`config.mk`:
```
export PLATFORM = sky130hd
export DESIGN_NAME = rtc_status_time
export DESIGN_NICKNAME = d
export VERILOG_FILES = /design/src/rtc_pkg.sv /design/src/rtc_status_time.sv /design/src/pin_sync.sv /design/src/twowire_target.sv
export SDC_FILE = /design/constraint.sdc
export NUM_CORES = 1
export LEC_CHECK = 0
export ABC_AREA = 1
export ABC_CLOCK_PERIOD_IN_PS = 2800
export BUFFER_PORTS_ARGS = -buffer_cell sky130_fd_sc_hd__buf_4
export CAP_MARGIN = 20
export CORE_UTILIZATION = 50
export CTS_BUF_LIST = sky130_fd_sc_hd__clkbuf_16
export CTS_CLUSTER_SIZE = 12
export DETAILED_ROUTE_END_ITERATION = 10
export PLACE_DENSITY = 0.68
export SLEW_MARGIN = 20
export SYNTH_ARGS = -nofsm -noshare
export SYNTH_HDL_FRONTEND = slang
export SYNTH_SLANG_ARGS = --single-unit
```
`constraint.sdc`:
```
create_clock -name ref_clk -period 2.8 [get_ports ref_clk]
set_clock_uncertainty 0.2 [all_clocks]
set_input_delay 0.56 -clock ref_clk [delete_from_list [all_inputs] [get_ports ref_clk]]
set_output_delay 0.56 -clock ref_clk [all_outputs]
set_load 0.005 [all_outputs]
```
`src/rtc_pkg.sv`:
```
// constants, types and helpers shared by the rtc status and time counter block
// Operation
// - writing round-adjust zeroes prescaler and seconds; seconds 30-59 also step minutes
// - the round adjust completes well inside 122 us after the write
// - round-adjust bit is write only; its read position shows the halt flag
// - halt flag sets when the oscillator stops and stays set after restart
// - while halted, crystal, cycle, alarm enable, route and clock-out bits read zero
// - while halted, first irq pin floats and second pin carries crystal pulses
// - any control write while the oscillator runs clears the halt flag
// - clock-out disable 0 gives crystal pulses on the pin, 1 stops them
// - periodic flag reads 1 exactly while the periodic output pulls low
// - in level mode writing 0 clears the periodic flag, writing 1 does nothing
// - an enabled alarm match sets its flag and pulls the irq pin low
// - writing 0 clears an alarm flag and releases the pin; 1 does nothing
// - a disabled alarm never operates and its flag reads 0
// - seconds and minutes count BCD 00 to 59 and carry on wrap
// - hours carry to the day at 11 pm to 12 am or 23 to 00
// - weekday counts 0 to 6 and wraps to 0
// - unused upper bits of the time registers read zero
// - format bit 1 is 24-hour; 0 is 12-hour with bit 5 marking pm
// - control register two sits at address f with adjust and halt on bit 4
// - alarm match acts only while its enable bit is 1
package rtc_pkg;
  localparam logic [3:0] ADDR_SEC   = 4'h0;
  localparam logic [3:0] ADDR_MIN   = 4'h1;
  localparam logic [3:0] ADDR_HOUR  = 4'h2;
  localparam logic [3:0] ADDR_WDAY  = 4'h3;
  localparam logic [3:0] ADDR_CTRL2 = 4'hf;

  localparam int CTRL_FMT24        = 5;
  localparam int CTRL_ADJ          = 4;
  localparam int CTRL_HALT         = 4;
  localparam int CTRL_CLKOUT_DIS   = 3;
  localparam int CTRL_PER_FLAG     = 2;
  localparam int CTRL_ALARM_A_FLAG = 1;
  localparam int CTRL_ALARM_B_FLAG = 0;

  localparam logic [7:0] SEC_MASK   = 8'h7f;
  localparam logic [7:0] HOUR_MASK  = 8'h3f;
  localparam logic [2:0] WDAY_LAST  = 3'h6;
  localparam logic [2:0] WDAY_FIRST = 3'h0;
  localparam logic [7:0] BCD_ZERO   = 8'h00;
  localparam logic [7:0] BCD_LAST59 = 8'h59;
  localparam logic [7:0] SEC_HALF   = 8'h30;
  localparam logic [7:0] HOUR24_LAST  = 8'h23;
  localparam logic [7:0] HOUR12_PM11  = 8'h31;
  localparam logic [7:0] HOUR12_AM11  = 8'h11;
  localparam logic [7:0] HOUR12_PM12  = 8'h32;
  localparam logic [7:0] HOUR12_AM12  = 8'h12;
  localparam logic [4:0] HOUR12_TWELVE = 5'h12;
  localparam logic [4:0] HOUR12_ONE    = 5'h01;

  localparam logic [14:0] PRE_LAST_32768 = 15'h7fff;
  localparam logic [14:0] PRE_LAST_32000 = 15'h7cff;
  localparam int PRE_BIT_2HZ = 13;
  localparam int PRE_BIT_1HZ = 14;

  localparam int CLK_MHZ       = 100;
  localparam int ADJ_LIMIT_NS  = 122000;
  localparam int ADJ_LIMIT_CYC = ADJ_LIMIT_NS * CLK_MHZ / 1000;
  localparam int OSC_STOP_NS   = 1000000;
  localparam int OSC_STOP_CYC  = OSC_STOP_NS * CLK_MHZ / 1000;

  // two-wire target address; value is arbitrary
  localparam logic [6:0] DEV_ADDR_DEFAULT = 7'h5a;

  typedef enum logic [2:0] {
    PER_OFF, PER_LOW, PER_2HZ, PER_1HZ, PER_SEC, PER_MIN, PER_HOUR, PER_MONTH
  } periodic_mode_t;

  typedef struct packed {
    logic [3:0] addr;
    logic [7:0] data;
  } reg_wr_t;

  function automatic logic [7:0] bcd_inc(input logic [7:0] v);
    logic [7:0] r;
    r = (v[3:0] == 4'h9) ? {v[7:4] + 4'h1, 4'h0} : {v[7:4], v[3:0] + 4'h1};
    return r;
  endfunction

  function automatic logic [7:0] hour_next(input logic [7:0] h, input logic fmt24);
    logic [7:0] r;
    r = bcd_inc(h);
    if (fmt24) begin
      if (h == HOUR24_LAST) r = BCD_ZERO;
    end else if (h == HOUR12_PM11) begin
      r = HOUR12_AM12;
    end else if (h == HOUR12_AM11) begin
      r = HOUR12_PM12;
    end else if (h[4:0] == HOUR12_TWELVE) begin
      r = {2'b00, h[5], HOUR12_ONE};
    end
    return r;
  endfunction
endpackage

```
`src/rtc_status_time.sv`:
```
// rtc status/adjust control and bcd time counters behind a two-wire bus
`timescale 1ns/1ns
`default_nettype none
module rtc_status_time
  import rtc_pkg::*;
#(
  parameter int OSC_STOP_CYCLES  = OSC_STOP_CYC,
  parameter int ADJ_LIMIT_CYCLES = ADJ_LIMIT_CYC
) (
  input  wire logic       ref_clk,
  input  wire logic       rst_n,
  input  wire logic       scl_in,
  input  wire logic       sda_in,
  output var  logic       sda_out,
  output var  logic       sda_oe,
  input  wire logic       xtal_in,
  input  wire logic       crystal_select,
  input  wire logic [2:0] periodic_cycle_sel,
  input  wire logic       alarm_a_enable,
  input  wire logic       alarm_b_enable,
  input  wire logic       alarm_a_match,
  input  wire logic       alarm_b_match,
  output var  logic       irq_out_first_out,
  output var  logic       irq_out_first_oe,
  output var  logic       irq_out_second_out,
  output var  logic       irq_out_second_oe
);
  logic           scl_s;
  logic           sda_s;
  logic           xtal_s;
  logic           xtal_q_r;
  logic           xtal_rise;
  logic [16:0]    stall_r;
  logic           osc_stopped;
  logic [14:0]    pre_r;
  logic [14:0]    pre_last;
  logic           sec_tick;
  logic           halt_r;
  logic           fmt24_r;
  logic           clkout_disable_r;
  logic           per_irq_flag_r;
  logic           alarm_a_flag_r;
  logic           alarm_b_flag_r;
  logic           adj_pend_r;
  logic [7:0]     sec_r;
  logic [7:0]     min_r;
  logic [7:0]     hour_r;
  logic [2:0]     wday_r;
  logic [7:0]     sec_nxt;
  logic [7:0]     min_nxt;
  logic [7:0]     hour_nxt;
  logic [2:0]     wday_nxt;
  logic           min_step;
  logic           hour_step;
  logic           day_step;
  logic           wr_valid;
  reg_wr_t        wr_req;
  logic [3:0]     rd_addr;
  logic [7:0]     rd_data;
  logic           ctrl_wr;
  periodic_mode_t per_mode;
  logic           per_level;
  logic           per_event;
  logic           pulse_low;
  logic           per_irq_flag_rd;
  logic           aen_a;
  logic           aen_b;

  localparam logic PIN_LOW = 1'b0;

  pin_sync #(.WIDTH(3)) u_sync (
    .ref_clk (ref_clk),
    .rst_n   (rst_n),
    .d       ({scl_in, sda_in, xtal_in}),
    .q       ({scl_s, sda_s, xtal_s})
  );

  twowire_target u_bus (
    .ref_clk  (ref_clk),
    .rst_n    (rst_n),
    .scl_s    (scl_s),
    .sda_s    (sda_s),
    .sda_oe   (sda_oe),
    .wr_valid (wr_valid),
    .wr_req   (wr_req),
    .rd_addr  (rd_addr),
    .rd_data  (rd_data)
  );

  assign sda_out = PIN_LOW;
  assign ctrl_wr = wr_valid && (wr_req.addr == ADDR_CTRL2);

  // oscillator watchdog: no crystal edge for the whole window means stopped
  assign xtal_rise   = xtal_s & ~xtal_q_r;
  assign osc_stopped = (stall_r >= 17'(OSC_STOP_CYCLES - 1));

  always_ff @(posedge ref_clk or negedge rst_n) begin
    if (!rst_n) begin
      xtal_q_r <= 1'b1; // matches the synchroniser reset level, so no false edge
      stall_r  <= '0;
    end else begin
      xtal_q_r <= xtal_s;
      if (xtal_s != xtal_q_r) stall_r <= '0;
      else if (!osc_stopped) stall_r <= stall_r + 17'd1;
    end
  end

  // prescaler: the halt forces crystal select low, so 32.768 kHz is assumed then
  assign pre_last = (crystal_select && !halt_r) ? PRE_LAST_32000 : PRE_LAST_32768;
  assign sec_tick = xtal_rise && (pre_r == pre_last) && !adj_pend_r;

  always_ff @(posedge ref_clk or negedge rst_n) begin
    if (!rst_n) begin
      pre_r <= '0;
    end else if (adj_pend_r) begin
      pre_r <= '0;
    end else if (xtal_rise) begin
      pre_r <= (pre_r == pre_last) ? 15'h0000 : pre_r + 15'h0001;
    end
  end

  // halt flag: power-up reset sets it, a stop sets it, set wins over the clearing write
  always_ff @(posedge ref_clk or negedge rst_n) begin
    if (!rst_n) begin
      halt_r <= 1'b1;
    end else if (osc_stopped) begin
      halt_r <= 1'b1;
    end else if (ctrl_wr) begin
      halt_r <= 1'b0;
    end
  end

  always_ff @(posedge ref_clk or negedge rst_n) begin
    if (!rst_n) begin
      fmt24_r          <= 1'b0;
      clkout_disable_r <= 1'b0;
      adj_pend_r       <= 1'b0;
    end else begin
      adj_pend_r <= ctrl_wr && wr_req.data[CTRL_ADJ];
      if (ctrl_wr) fmt24_r <= wr_req.data[CTRL_FMT24];
      if (halt_r) clkout_disable_r <= 1'b0;
      else if (ctrl_wr) clkout_disable_r <= wr_req.data[CTRL_CLKOUT_DIS];
    end
  end

  always_comb begin
    sec_nxt   = sec_r;
    min_nxt   = min_r;
    hour_nxt  = hour_r;
    wday_nxt  = wday_r;
    min_step  = 1'b0;
    hour_step = 1'b0;
    day_step  = 1'b0;
    if (adj_pend_r) begin
      sec_nxt  = BCD_ZERO;
      min_step = (sec_r >= SEC_HALF);
    end else if (sec_tick) begin
      min_step = (sec_r == BCD_LAST59);
      sec_nxt  = min_step ? BCD_ZERO : bcd_inc(sec_r);
    end
    if (min_step) begin
      hour_step = (min_r == BCD_LAST59);
      min_nxt   = hour_step ? BCD_ZERO : bcd_inc(min_r);
    end
    if (hour_step) begin
      hour_nxt = hour_next(hour_r, fmt24_r);
      day_step = fmt24_r ? (hour_r == HOUR24_LAST) : (hour_r == HOUR12_PM11);
    end
    if (day_step) wday_nxt = (wday_r == WDAY_LAST) ? WDAY_FIRST : wday_r + 3'h1;
    // a host write replaces the counted value; only valid values are expected here
    if (wr_valid) begin
      if (wr_req.addr == ADDR_SEC) sec_nxt = wr_req.data & SEC_MASK;
      else if (wr_req.addr == ADDR_MIN) min_nxt = wr_req.data & SEC_MASK;
      else if (wr_req.addr == ADDR_HOUR) hour_nxt = wr_req.data & HOUR_MASK;
      else if (wr_req.addr == ADDR_WDAY) wday_nxt = wr_req.data[2:0];
    end
  end

  // digit fields have no defined reset value; zero is used
  always_ff @(posedge ref_clk or negedge rst_n) begin
    if (!rst_n) begin
      sec_r  <= BCD_ZERO;
      min_r  <= BCD_ZERO;
      hour_r <= BCD_ZERO;
      wday_r <= WDAY_FIRST;
    end else begin
      sec_r  <= sec_nxt;
      min_r  <= min_nxt;
      hour_r <= hour_nxt;
      wday_r <= wday_nxt;
    end
  end

  // periodic interrupt
  assign per_mode  = halt_r ? PER_OFF : periodic_mode_t'(periodic_cycle_sel);
  assign per_level = per_mode inside {PER_SEC, PER_MIN, PER_HOUR, PER_MONTH};

  always_comb begin
    case (per_mode)
      PER_SEC:   per_event = sec_tick || adj_pend_r;
      PER_MIN:   per_event = hour_step || (min_step && !hour_step);
      PER_HOUR:  per_event = hour_step;
      PER_MONTH: per_event = day_step;
      default:   per_event = 1'b0;
    endcase
    case (per_mode)
      PER_LOW: pulse_low = 1'b1;
      PER_2HZ: pulse_low = ~pre_r[PRE_BIT_2HZ];
      PER_1HZ: pulse_low = ~pre_r[PRE_BIT_1HZ];
      default: pulse_low = 1'b0;
    endcase
  end

  always_ff @(posedge ref_clk or negedge rst_n) begin
    if (!rst_n) begin
      per_irq_flag_r <= 1'b0;
    end else if (!per_level) begin
      per_irq_flag_r <= 1'b0;
    end else if (per_event) begin
      per_irq_flag_r <= 1'b1;
    end else if (ctrl_wr && !wr_req.data[CTRL_PER_FLAG]) begin
      per_irq_flag_r <= 1'b0;
    end
  end

  assign per_irq_flag_rd = per_level ? per_irq_flag_r : pulse_low;

  // alarm flags: a disable wins, then a match, then the write of zero
  assign aen_a = alarm_a_enable && !halt_r;
  assign aen_b = alarm_b_enable && !halt_r;

  always_ff @(posedge ref_clk or negedge rst_n) begin
    if (!rst_n) begin
      alarm_a_flag_r <= 1'b0;
      alarm_b_flag_r <= 1'b0;
    end else begin
      if (!aen_a) alarm_a_flag_r <= 1'b0;
      else if (alarm_a_match) alarm_a_flag_r <= 1'b1;
      else if (ctrl_wr && !wr_req.data[CTRL_ALARM_A_FLAG]) alarm_a_flag_r <= 1'b0;
      if (!aen_b) alarm_b_flag_r <= 1'b0;
      else if (alarm_b_match) alarm_b_flag_r <= 1'b1;
      else if (ctrl_wr && !wr_req.data[CTRL_ALARM_B_FLAG]) alarm_b_flag_r <= 1'b0;
    end
  end

  // default routing: alarms and periodic on the first pin, crystal clock on the second
  assign irq_out_first_out  = PIN_LOW;
  assign irq_out_first_oe   = !halt_r && (per_irq_flag_rd || alarm_a_flag_r || alarm_b_flag_r);
  assign irq_out_second_out = PIN_LOW;
  // the halt releases the clock at once, before the forced disable bit has settled
  assign irq_out_second_oe  = (halt_r || !clkout_disable_r) && !xtal_s;

  always_comb begin
    if (rd_addr == ADDR_SEC) rd_data = sec_r & SEC_MASK;
    else if (rd_addr == ADDR_MIN) rd_data = min_r & SEC_MASK;
    else if (rd_addr == ADDR_HOUR) rd_data = hour_r & HOUR_MASK;
    else if (rd_addr == ADDR_WDAY) rd_data = {5'b00000, wday_r};
    else if (rd_addr == ADDR_CTRL2) rd_data = {2'b00, fmt24_r, halt_r, clkout_disable_r,
                                               per_irq_flag_rd, alarm_a_flag_r, alarm_b_flag_r};
    else rd_data = 8'h00;
  end

  // checks
  logic [15:0] adj_wait_r;
  always_ff @(posedge ref_clk or negedge rst_n) begin
    if (!rst_n) adj_wait_r <= '0;
    else if (ctrl_wr && wr_req.data[CTRL_ADJ]) adj_wait_r <= 16'h0001;
    else if (adj_wait_r != '0 && sec_r != BCD_ZERO) adj_wait_r <= adj_wait_r + 16'h0001;
    else adj_wait_r <= '0;
  end
endmodule
`default_nettype wire

```
`src/pin_sync.sv`:
```
// two-flop synchroniser for pin inputs
`timescale 1ns/1ns
`default_nettype none
module pin_sync #(
  parameter int WIDTH = 1
) (
  input  wire logic             ref_clk,
  input  wire logic             rst_n,
  input  wire logic [WIDTH-1:0] d,
  output var  logic [WIDTH-1:0] q
);
  logic [WIDTH-1:0] meta_r;

  // idle-high reset matches open-drain bus lines
  always_ff @(posedge ref_clk or negedge rst_n) begin
    if (!rst_n) begin
      meta_r <= '1;
      q      <= '1;
    end else begin
      meta_r <= d;
      q      <= meta_r;
    end
  end
endmodule
`default_nettype wire

```
`src/twowire_target.sv`:
```
// two-wire bus target: address, register pointer, auto-increment writes and reads
`timescale 1ns/1ns
`default_nettype none
module twowire_target
  import rtc_pkg::*;
#(
  parameter logic [6:0] DEV_ADDR = DEV_ADDR_DEFAULT
) (
  input  wire logic       ref_clk,
  input  wire logic       rst_n,
  input  wire logic       scl_s,
  input  wire logic       sda_s,
  output var  logic       sda_oe,
  output var  logic       wr_valid,
  output var  reg_wr_t    wr_req,
  output var  logic [3:0] rd_addr,
  input  wire logic [7:0] rd_data
);
  typedef enum logic [3:0] {
    ST_IDLE, ST_DEV, ST_DEV_ACK, ST_PTR, ST_PTR_ACK, ST_WR, ST_WR_ACK, ST_RD, ST_RD_ACK
  } tw_state_t;

  tw_state_t  state_r;
  logic       scl_q_r;
  logic       sda_q_r;
  logic [7:0] shift_r;
  logic [3:0] cnt_r;
  logic       rw_r;
  logic       nack_r;
  logic       scl_rise;
  logic       scl_fall;
  logic       start_ev;
  logic       stop_ev;

  assign scl_rise = scl_s & ~scl_q_r;
  assign scl_fall = ~scl_s & scl_q_r;
  assign start_ev = scl_s & scl_q_r & sda_q_r & ~sda_s;
  assign stop_ev  = scl_s & scl_q_r & ~sda_q_r & sda_s;
  assign rd_addr  = wr_req.addr;

  always_comb begin
    case (state_r)
      ST_DEV_ACK, ST_PTR_ACK, ST_WR_ACK: sda_oe = 1'b1;
      ST_RD:                             sda_oe = ~shift_r[7];
      default:                           sda_oe = 1'b0;
    endcase
  end

  always_ff @(posedge ref_clk or negedge rst_n) begin
    if (!rst_n) begin
      scl_q_r <= 1'b1;
      sda_q_r <= 1'b1;
    end else begin
      scl_q_r <= scl_s;
      sda_q_r <= sda_s;
    end
  end

  // register writes go out as one-cycle pulses on ref_clk, never on bus edges
  always_ff @(posedge ref_clk or negedge rst_n) begin
    if (!rst_n) begin
      state_r     <= ST_IDLE;
      shift_r     <= 8'h00;
      cnt_r       <= 4'h0;
      rw_r        <= 1'b0;
      nack_r      <= 1'b0;
      wr_valid    <= 1'b0;
      wr_req      <= '0;
    end else begin
      wr_valid <= 1'b0;
      if (start_ev) begin
        state_r <= ST_DEV;
        cnt_r   <= 4'h0;
      end else if (stop_ev) begin
        state_r <= ST_IDLE;
      end else if (scl_rise) begin
        if (state_r == ST_DEV || state_r == ST_PTR || state_r == ST_WR) begin
          shift_r <= {shift_r[6:0], sda_s};
          cnt_r   <= cnt_r + 4'h1;
        end
        if (state_r == ST_RD_ACK) nack_r <= sda_s;
      end else if (scl_fall) begin
        case (state_r)
          ST_DEV: if (cnt_r == 4'h8) begin
            rw_r    <= shift_r[0];
            state_r <= (shift_r[7:1] == DEV_ADDR) ? ST_DEV_ACK : ST_IDLE;
          end
          ST_DEV_ACK: begin
            cnt_r <= 4'h0;
            if (rw_r) begin
              shift_r <= rd_data;
              state_r <= ST_RD;
            end else begin
              state_r <= ST_PTR;
            end
          end
          ST_PTR: if (cnt_r == 4'h8) begin
            wr_req.addr <= shift_r[7:4];
            state_r     <= ST_PTR_ACK;
          end
          ST_PTR_ACK, ST_WR_ACK: begin
            cnt_r   <= 4'h0;
            state_r <= ST_WR;
          end
          ST_WR: if (cnt_r == 4'h8) begin
            wr_req.data <= shift_r;
            wr_valid    <= 1'b1;
            state_r     <= ST_WR_ACK;
          end
          ST_RD: if (cnt_r == 4'h7) begin
            wr_req.addr <= wr_req.addr + 4'h1;
            state_r     <= ST_RD_ACK;
          end else begin
            shift_r <= {shift_r[6:0], 1'b0};
            cnt_r   <= cnt_r + 4'h1;
          end
          ST_RD_ACK: begin
            cnt_r   <= 4'h0;
            shift_r <= rd_data;
            state_r <= nack_r ? ST_IDLE : ST_RD;
          end
          default: state_r <= ST_IDLE;
        endcase
      end else if (state_r == ST_WR_ACK && wr_valid) begin
        wr_req.addr <= wr_req.addr + 4'h1;
      end
    end
  end
endmodule
`default_nettype wire

```
======== Word level (Yosys, flattened, before mapping) ========
Index checks and enable logic that the tools add are counted.
cells by class
  mux-type cells .......................... 100
  order comparisons ....................... 2
  bitwise logic cells ..................... 19
  add/sub/neg operators ................... 11
  equality and inequality tests ........... 52
  reductions and logical operators ........ 50
operator list
  operator               number
  $mux 8                 28
  $mux 4                 18
  $mux 15                3
  $mux 17                2
  $add 4x1->4 const B    8
  $mux 3                 10
  $pmux 4 s7             1
  $mux 1                 25
  $eq 4x4->1 const B     6
  $pmux 8 s3             1
  $eq 4x3->1 const B     5
  $mux 6                 3
  $reduce_and 6->1       3
  $add 17x1->17 const B  1
  $ge 17x17->1 const B   1
  $eq 4x2->1 const B     4
  $eq 8x6->1 const B     2
  $eq 8x7->1 const B     2
  $ne 4x2->1 const B     4
  $pmux 4 s2             2
  $add 15x1->15 const B  1
  $eq 15x15->1           1
  $eq 3x3->1 const B     5
  $ne 3x3->1 const B     5
  35 further kinds       93
storage, ports and cells
  word-level logic and storage cells ...... 260
  bits in registers ....................... 105

======== Depth between registers and ports, before layout ========
  depth in word-level cells ............... 16
  depth in mapped cells ................... 13

======== Hierarchy ========
Synthesis repeated with hierarchy kept, for this count alone.
unflattened totals
  cell total of the unflattened synthesis .. 940
  area total of the unflattened synthesis .. 6802.8 um2
by module, submodules not included
  module           instances  area each (um2)  cells an instance
  rtc_status_time  1          4606.9           653
  twowire_target   1          2038.2           281
  pin_sync         1          157.7            6

======== Worst setup path before layout ========
OpenSTA, ideal clock, no wires.
  kind .................................... register to register
  start ................................... reg sec_r[1]
  end ..................................... reg hour_r[3]
  path slack .............................. 0.740 ns
  stages on the path, launching flop included .. 14
  arrival ................................. 1.743 ns
  library setup time ...................... 0.117 ns
  buffers on the path ..................... 0
  period minus slack after synthesis ...... 2.060 ns
  required time ........................... 2.483 ns
  path through ............................ dfrtp_1 > inv_1 > ha_1 > nand2_1 > nor2_1 > nand2_1 > nand2_1 > nand4_4 > nor2_4 > nand2_2 > nand2_1 > nand3_1 > o21ai_1 > inv_2
on the way
  longest elaborated chain between the ends .. 9
  elaborated cells on any way between the ends .. 10
  classes of those cells .................. order compare: 1; eq/ne: 1; mux: 8
RTL lines
  item                                                RTL line                text
  start, declared                                     rtc_status_time.sv:45   logic [7:0] sec_r;
  start signal, assigned                              rtc_status_time.sv:187  sec_r <= sec_nxt;
  branches (longest 2 deep; another with $ge 8x6->1)  n/a
  $mux 1 *                                            rtc_status_time.sv:154  if (adj_pend_r) begin
  $mux 1 *                                            rtc_status_time.sv:161  if (min_step) begin
  $mux 8 *                                            rtc_status_time.sv:165  if (hour_step) begin
  $mux 8                                              rtc_status_time.sv:174  else if (wr_req.addr == ADDR_HOUR) hour_nxt = wr_req.data & HOUR_MASK;
  $mux 8                                              rtc_status_time.sv:173  else if (wr_req.addr == ADDR_MIN) min_nxt = wr_req.data & SEC_MASK;
  $mux 8                                              rtc_status_time.sv:172  if (wr_req.addr == ADDR_SEC) sec_nxt = wr_req.data & SEC_MASK;
  $mux 8 *                                            rtc_status_time.sv:171  if (wr_valid) begin
  net hour_nxt[3]                                     rtc_status_time.sv:51   logic [7:0] hour_nxt;
  end signal, assigned                                rtc_status_time.sv:189  hour_r <= hour_nxt;
  end, declared                                       rtc_status_time.sv:47   logic [7:0] hour_r;
Mark *: on every way through the listed nets, which the timed path passes.
A chain may end at the register's enable or synchronous reset.

======== Final worst setup path ========
  start ................................... reg halt_r
  end ..................................... out irq_out_first_oe
on the way
  longest elaborated chain between the ends .. 7
  elaborated cells on any way between the ends .. 15
  classes of those cells .................. eq/ne: 7; mux: 3; reduce/logical: 5
RTL lines
  item                                             RTL line                                        text
  start, declared                                  rtc_status_time.sv:38                           logic halt_r;
  start signal, assigned                           rtc_status_time.sv:125                          halt_r <= 1'b1;
  start signal, assigned                           rtc_status_time.sv:127                          halt_r <= 1'b1;
  start signal, assigned                           rtc_status_time.sv:129                          halt_r <= 1'b0;
  $mux 3                                           rtc_status_time.sv:195                          assign per_mode = halt_r ? PER_OFF : periodic_mode_t'(periodic_cycle_sel);
  $eq 3x2->1, or another cell as far along         rtc_status_time.sv:206                          case (per_mode)
  $pmux 1 s3 or $reduce_bool 4->1 (tied branches)  rtc_status_time.sv:206, rtc_status_time.sv:196
  $mux 1                                           rtc_status_time.sv:226                          assign per_irq_flag_rd = per_level ? per_irq_flag_r : pulse_low;
  $logic_or 1x1->1 (2 in a row)                    rtc_status_time.sv:248                          assign irq_out_first_oe = !halt_r && (per_irq_flag_rd || alarm_a_flag_r || alarm_b_flag_r);
  $logic_and 1x1->1 *                              rtc_status_time.sv:248
  end, declared                                    rtc_status_time.sv:24                           output var logic irq_out_first_oe,
Mark *: on every way between the ends. The rest lies on a longest branch, timed or not.

==> run metrics <==
antenna violations before repair 0; M1 WL 7820 um; Slew headroom a little under three fifths; Final HPWL DP between 10000 and 15000 um; most common cell after layout, fill and taps aside nand2_1; r2r startpoint u_bus.rd_addr[1]$_DFFE_PN0P_; final antenna-violating net count 0; clock root cell clkbuf_16; sequential share of the synthesized area between 40 and 50%; met3 WL slightly below 900 um; drt total wl approximately 16000 um; FFs w/ async S/R, synth 100%; Die H 115 um; Post-CTS Setup Bufs 0; PD cells 614 mW/mm2; Netlist cell types 49; worst slew pin tran approximately 0.64 ns; Critical Path Source halt_r$_DFFE_PN1P_; Final Util 56.5%; max-slew violations 0; Leak roughly 3.4 nW; GRT overflow 0; Finished Cell Area a little over 0.007 mm2; std cell rows around 40; top sig layer met4; Post-synth EDFFs 0; Max Fanout on Critical Path 8; unrepaired setup endpoints after global routing no; Mean Syn Cell Area 7.39 um2; starting density of the core 51.2%; maximum vdd ir drop between 0.4 and 0.5 mV; initial detailed-routing violation count approximately 620; final setup vio count 0; largest net degree at the start of global routing 42; clock sinks between 100 and 150; CP startpoint kind flop; max frequency about 0.38 GHz; n_diodes 0; Residual DRC 0; Via density ~5.5; share of cells above drive strength 1 around a tenth; Num CTS Buffers 9; commonest non-fill, non-tap cells in the layout 157 x nand2_1, 121 x inv_1, 114 x nor2_1; CP endpoint kind output pin; status finished clean; vias in the first global route 5532; GRT Total Usage a little over a quarter; I/O Pins 19; IO buf count 15; Final TNS setup 0 ns; routability congestion estimate between 0.9 and 1; total of max-cap violations 0; Synth Flop Type dfrtp_1; Netlist Area Pre-Place roughly 0.0064 mm2; die area approximately 0.013 mm2; # fillers between 1k and 1.5k; die span in x around 120 um; hold slack 0.0921 ns; Clk Latency, worst-skew pair between 0.3 and 0.4 ns; Placement Cell Area about 0.0068 mm2; nets roughly 930; Setup Crit Path Kind flop to output pin; final hold violations 0; Hold Path Class input pin to flop; Area Overhead vs Synth 10.4%; beginning of the worst hold path scl_in; core area roughly 0.013 mm2; Worst EP required ~2 ns; Worst EP arrival approximately 1.9 ns; clock buffer depth 2; total number of vias about 5.9k; post-DR wirelength/cell ~15 um; synthesis warning total 0; CTS tree done; met2 WL about 7400 um; Reg area 0.00264 mm2; Yosys reg bits ~110; Final Cycle Share 94.7%; first-pass GRT wire length ~27000 um; Worst-path clk slew approximately 0.080 ns; Max H-tree Level 3; Gate Count Post-Synth 870; post-layout min period between 2 and 3 ns; area of the multi-input gates roughly 0.0032 mm2; DRT Pass-1 Iters 5
## critical path: stages (launching register included)
cell and delay, ns:
dfstp_2 0.60, inv_2 0.10, nand2_1 0.13, nor2_1 0.05
a31oi_1 0.23, nor2_1 0.07, a21oi_1 0.20, buf_4 0.15
## layer usage
| layer | vias to the layer above | global-route usage (%) |
|---|---|---|
| met4 | 0 | 7.36 |
| met3 | 23 | 5.44 |
| met1 | 2770 | 37.4 |
| li1 | 2907 | - |
| met2 | 155 | 41.2 |
| met5 | - | 0 |
## power by group
group | internal [W] | total [W] | switching, W
clock network | 0.000630 | 0.00128 | 0.000654
registers | 0.00173 | 0.00194 | 0.000202
logic | 0.000397 | 0.00114 | 0.000743
## logic make-up after synthesis
family	share of synthesized area, %
AO/OA/AOI/OAI	15.0
adder cells (fa/ha/maj)	3.70
buffers and inverters	8.89
XOR/XNOR	3.95
flip-flops	41.1
AND/OR/NAND/NOR	27.3
other	0.0583
## timing repair
| action | 4_1_cts | 5_1_grt |
|---|---|---|
| hold buffers | 1 | 0 |
| endpoints found under the hold margin | 8 | 0 |
| gates resized for setup | 0 | 0 |
## worst paths after layout
path                                               to  slack (ns)  depth (start not counted)
max                                  irq_out_first_oe        0.15                          7
min                        u_sync.meta_r[2]$_DFF_PN1_        0.09                          1
max reg2reg                        min_r[5]$_DFF_PN0_        0.22                         12
min reg2reg                     u_sync.q[1]$_DFF_PN1_        0.16                          0
max in group asynchronous  u_sync.meta_r[0]$_DFF_PN1_        1.17                          3
min in group asynchronous  alarm_b_flag_r$_DFFE_PN0P_        0.52                          2
## through the flow
step	cells	worst slack (ns)	power (W)
after detailed placement	1056	0.289	0.00307
after floorplan	872	0.740	0.00272
final	1073	0.150	0.00436
after global placement	1056	0.287	0.00308
after global routing	1073	0.0382	0.00463
after CTS	1073	0.156	0.00437
## final cells by class
class                      count  share of cell area, %
tap                          172                   3.03
inverter                     134                   7.08
sequential                   105                   37.2
clock buffer                   9                   3.17
timing repair buffer          27                   3.07
multi-input combinational    619                   45.4
clock inverter                 7                   1.04
## cells in the mapped netlist (all sizes together), types with 4 or more instances
| library cell | number | area, um2 |
|---|---|---|
| nand2 | 163 | 632 |
| xnor2 | 4 | 35.0 |
| xor2 | 25 | 219 |
| dfrtp | 95 | 2380 |
| nand4 | 17 | 121 |
| nor2 | 120 | 470 |
| ha | 19 | 238 |
| a31oi | 9 | 56.3 |
| inv | 133 | 499 |
| o21ai | 80 | 400 |
| clkbuf | 7 | 26.3 |
| o211ai | 5 | 37.5 |
| a21oi | 47 | 239 |
| buf | 7 | 42.5 |
| dfstp | 10 | 263 |
| nand3 | 64 | 333 |
| nor4 | 6 | 37.5 |
| a22oi | 5 | 37.5 |
| nor3 | 23 | 136 |
| o22ai | 7 | 43.8 |
## registers in the layout, summed over array words and instances, names as in the netlist, 4 cells and up
| register | cells |
|---|---|
| hour_r | 8 |
| min_r | 8 |
| pre_r | 15 |
| sec_r | 8 |
| stall_r | 17 |
| u_bus.cnt_r | 4 |
| u_bus.rd_addr | 4 |
| u_bus.shift_r | 8 |
| u_bus.state_r | 4 |
| u_bus.wr_req | 7 |
Note: power is estimated with default switching activity, not from simulation.
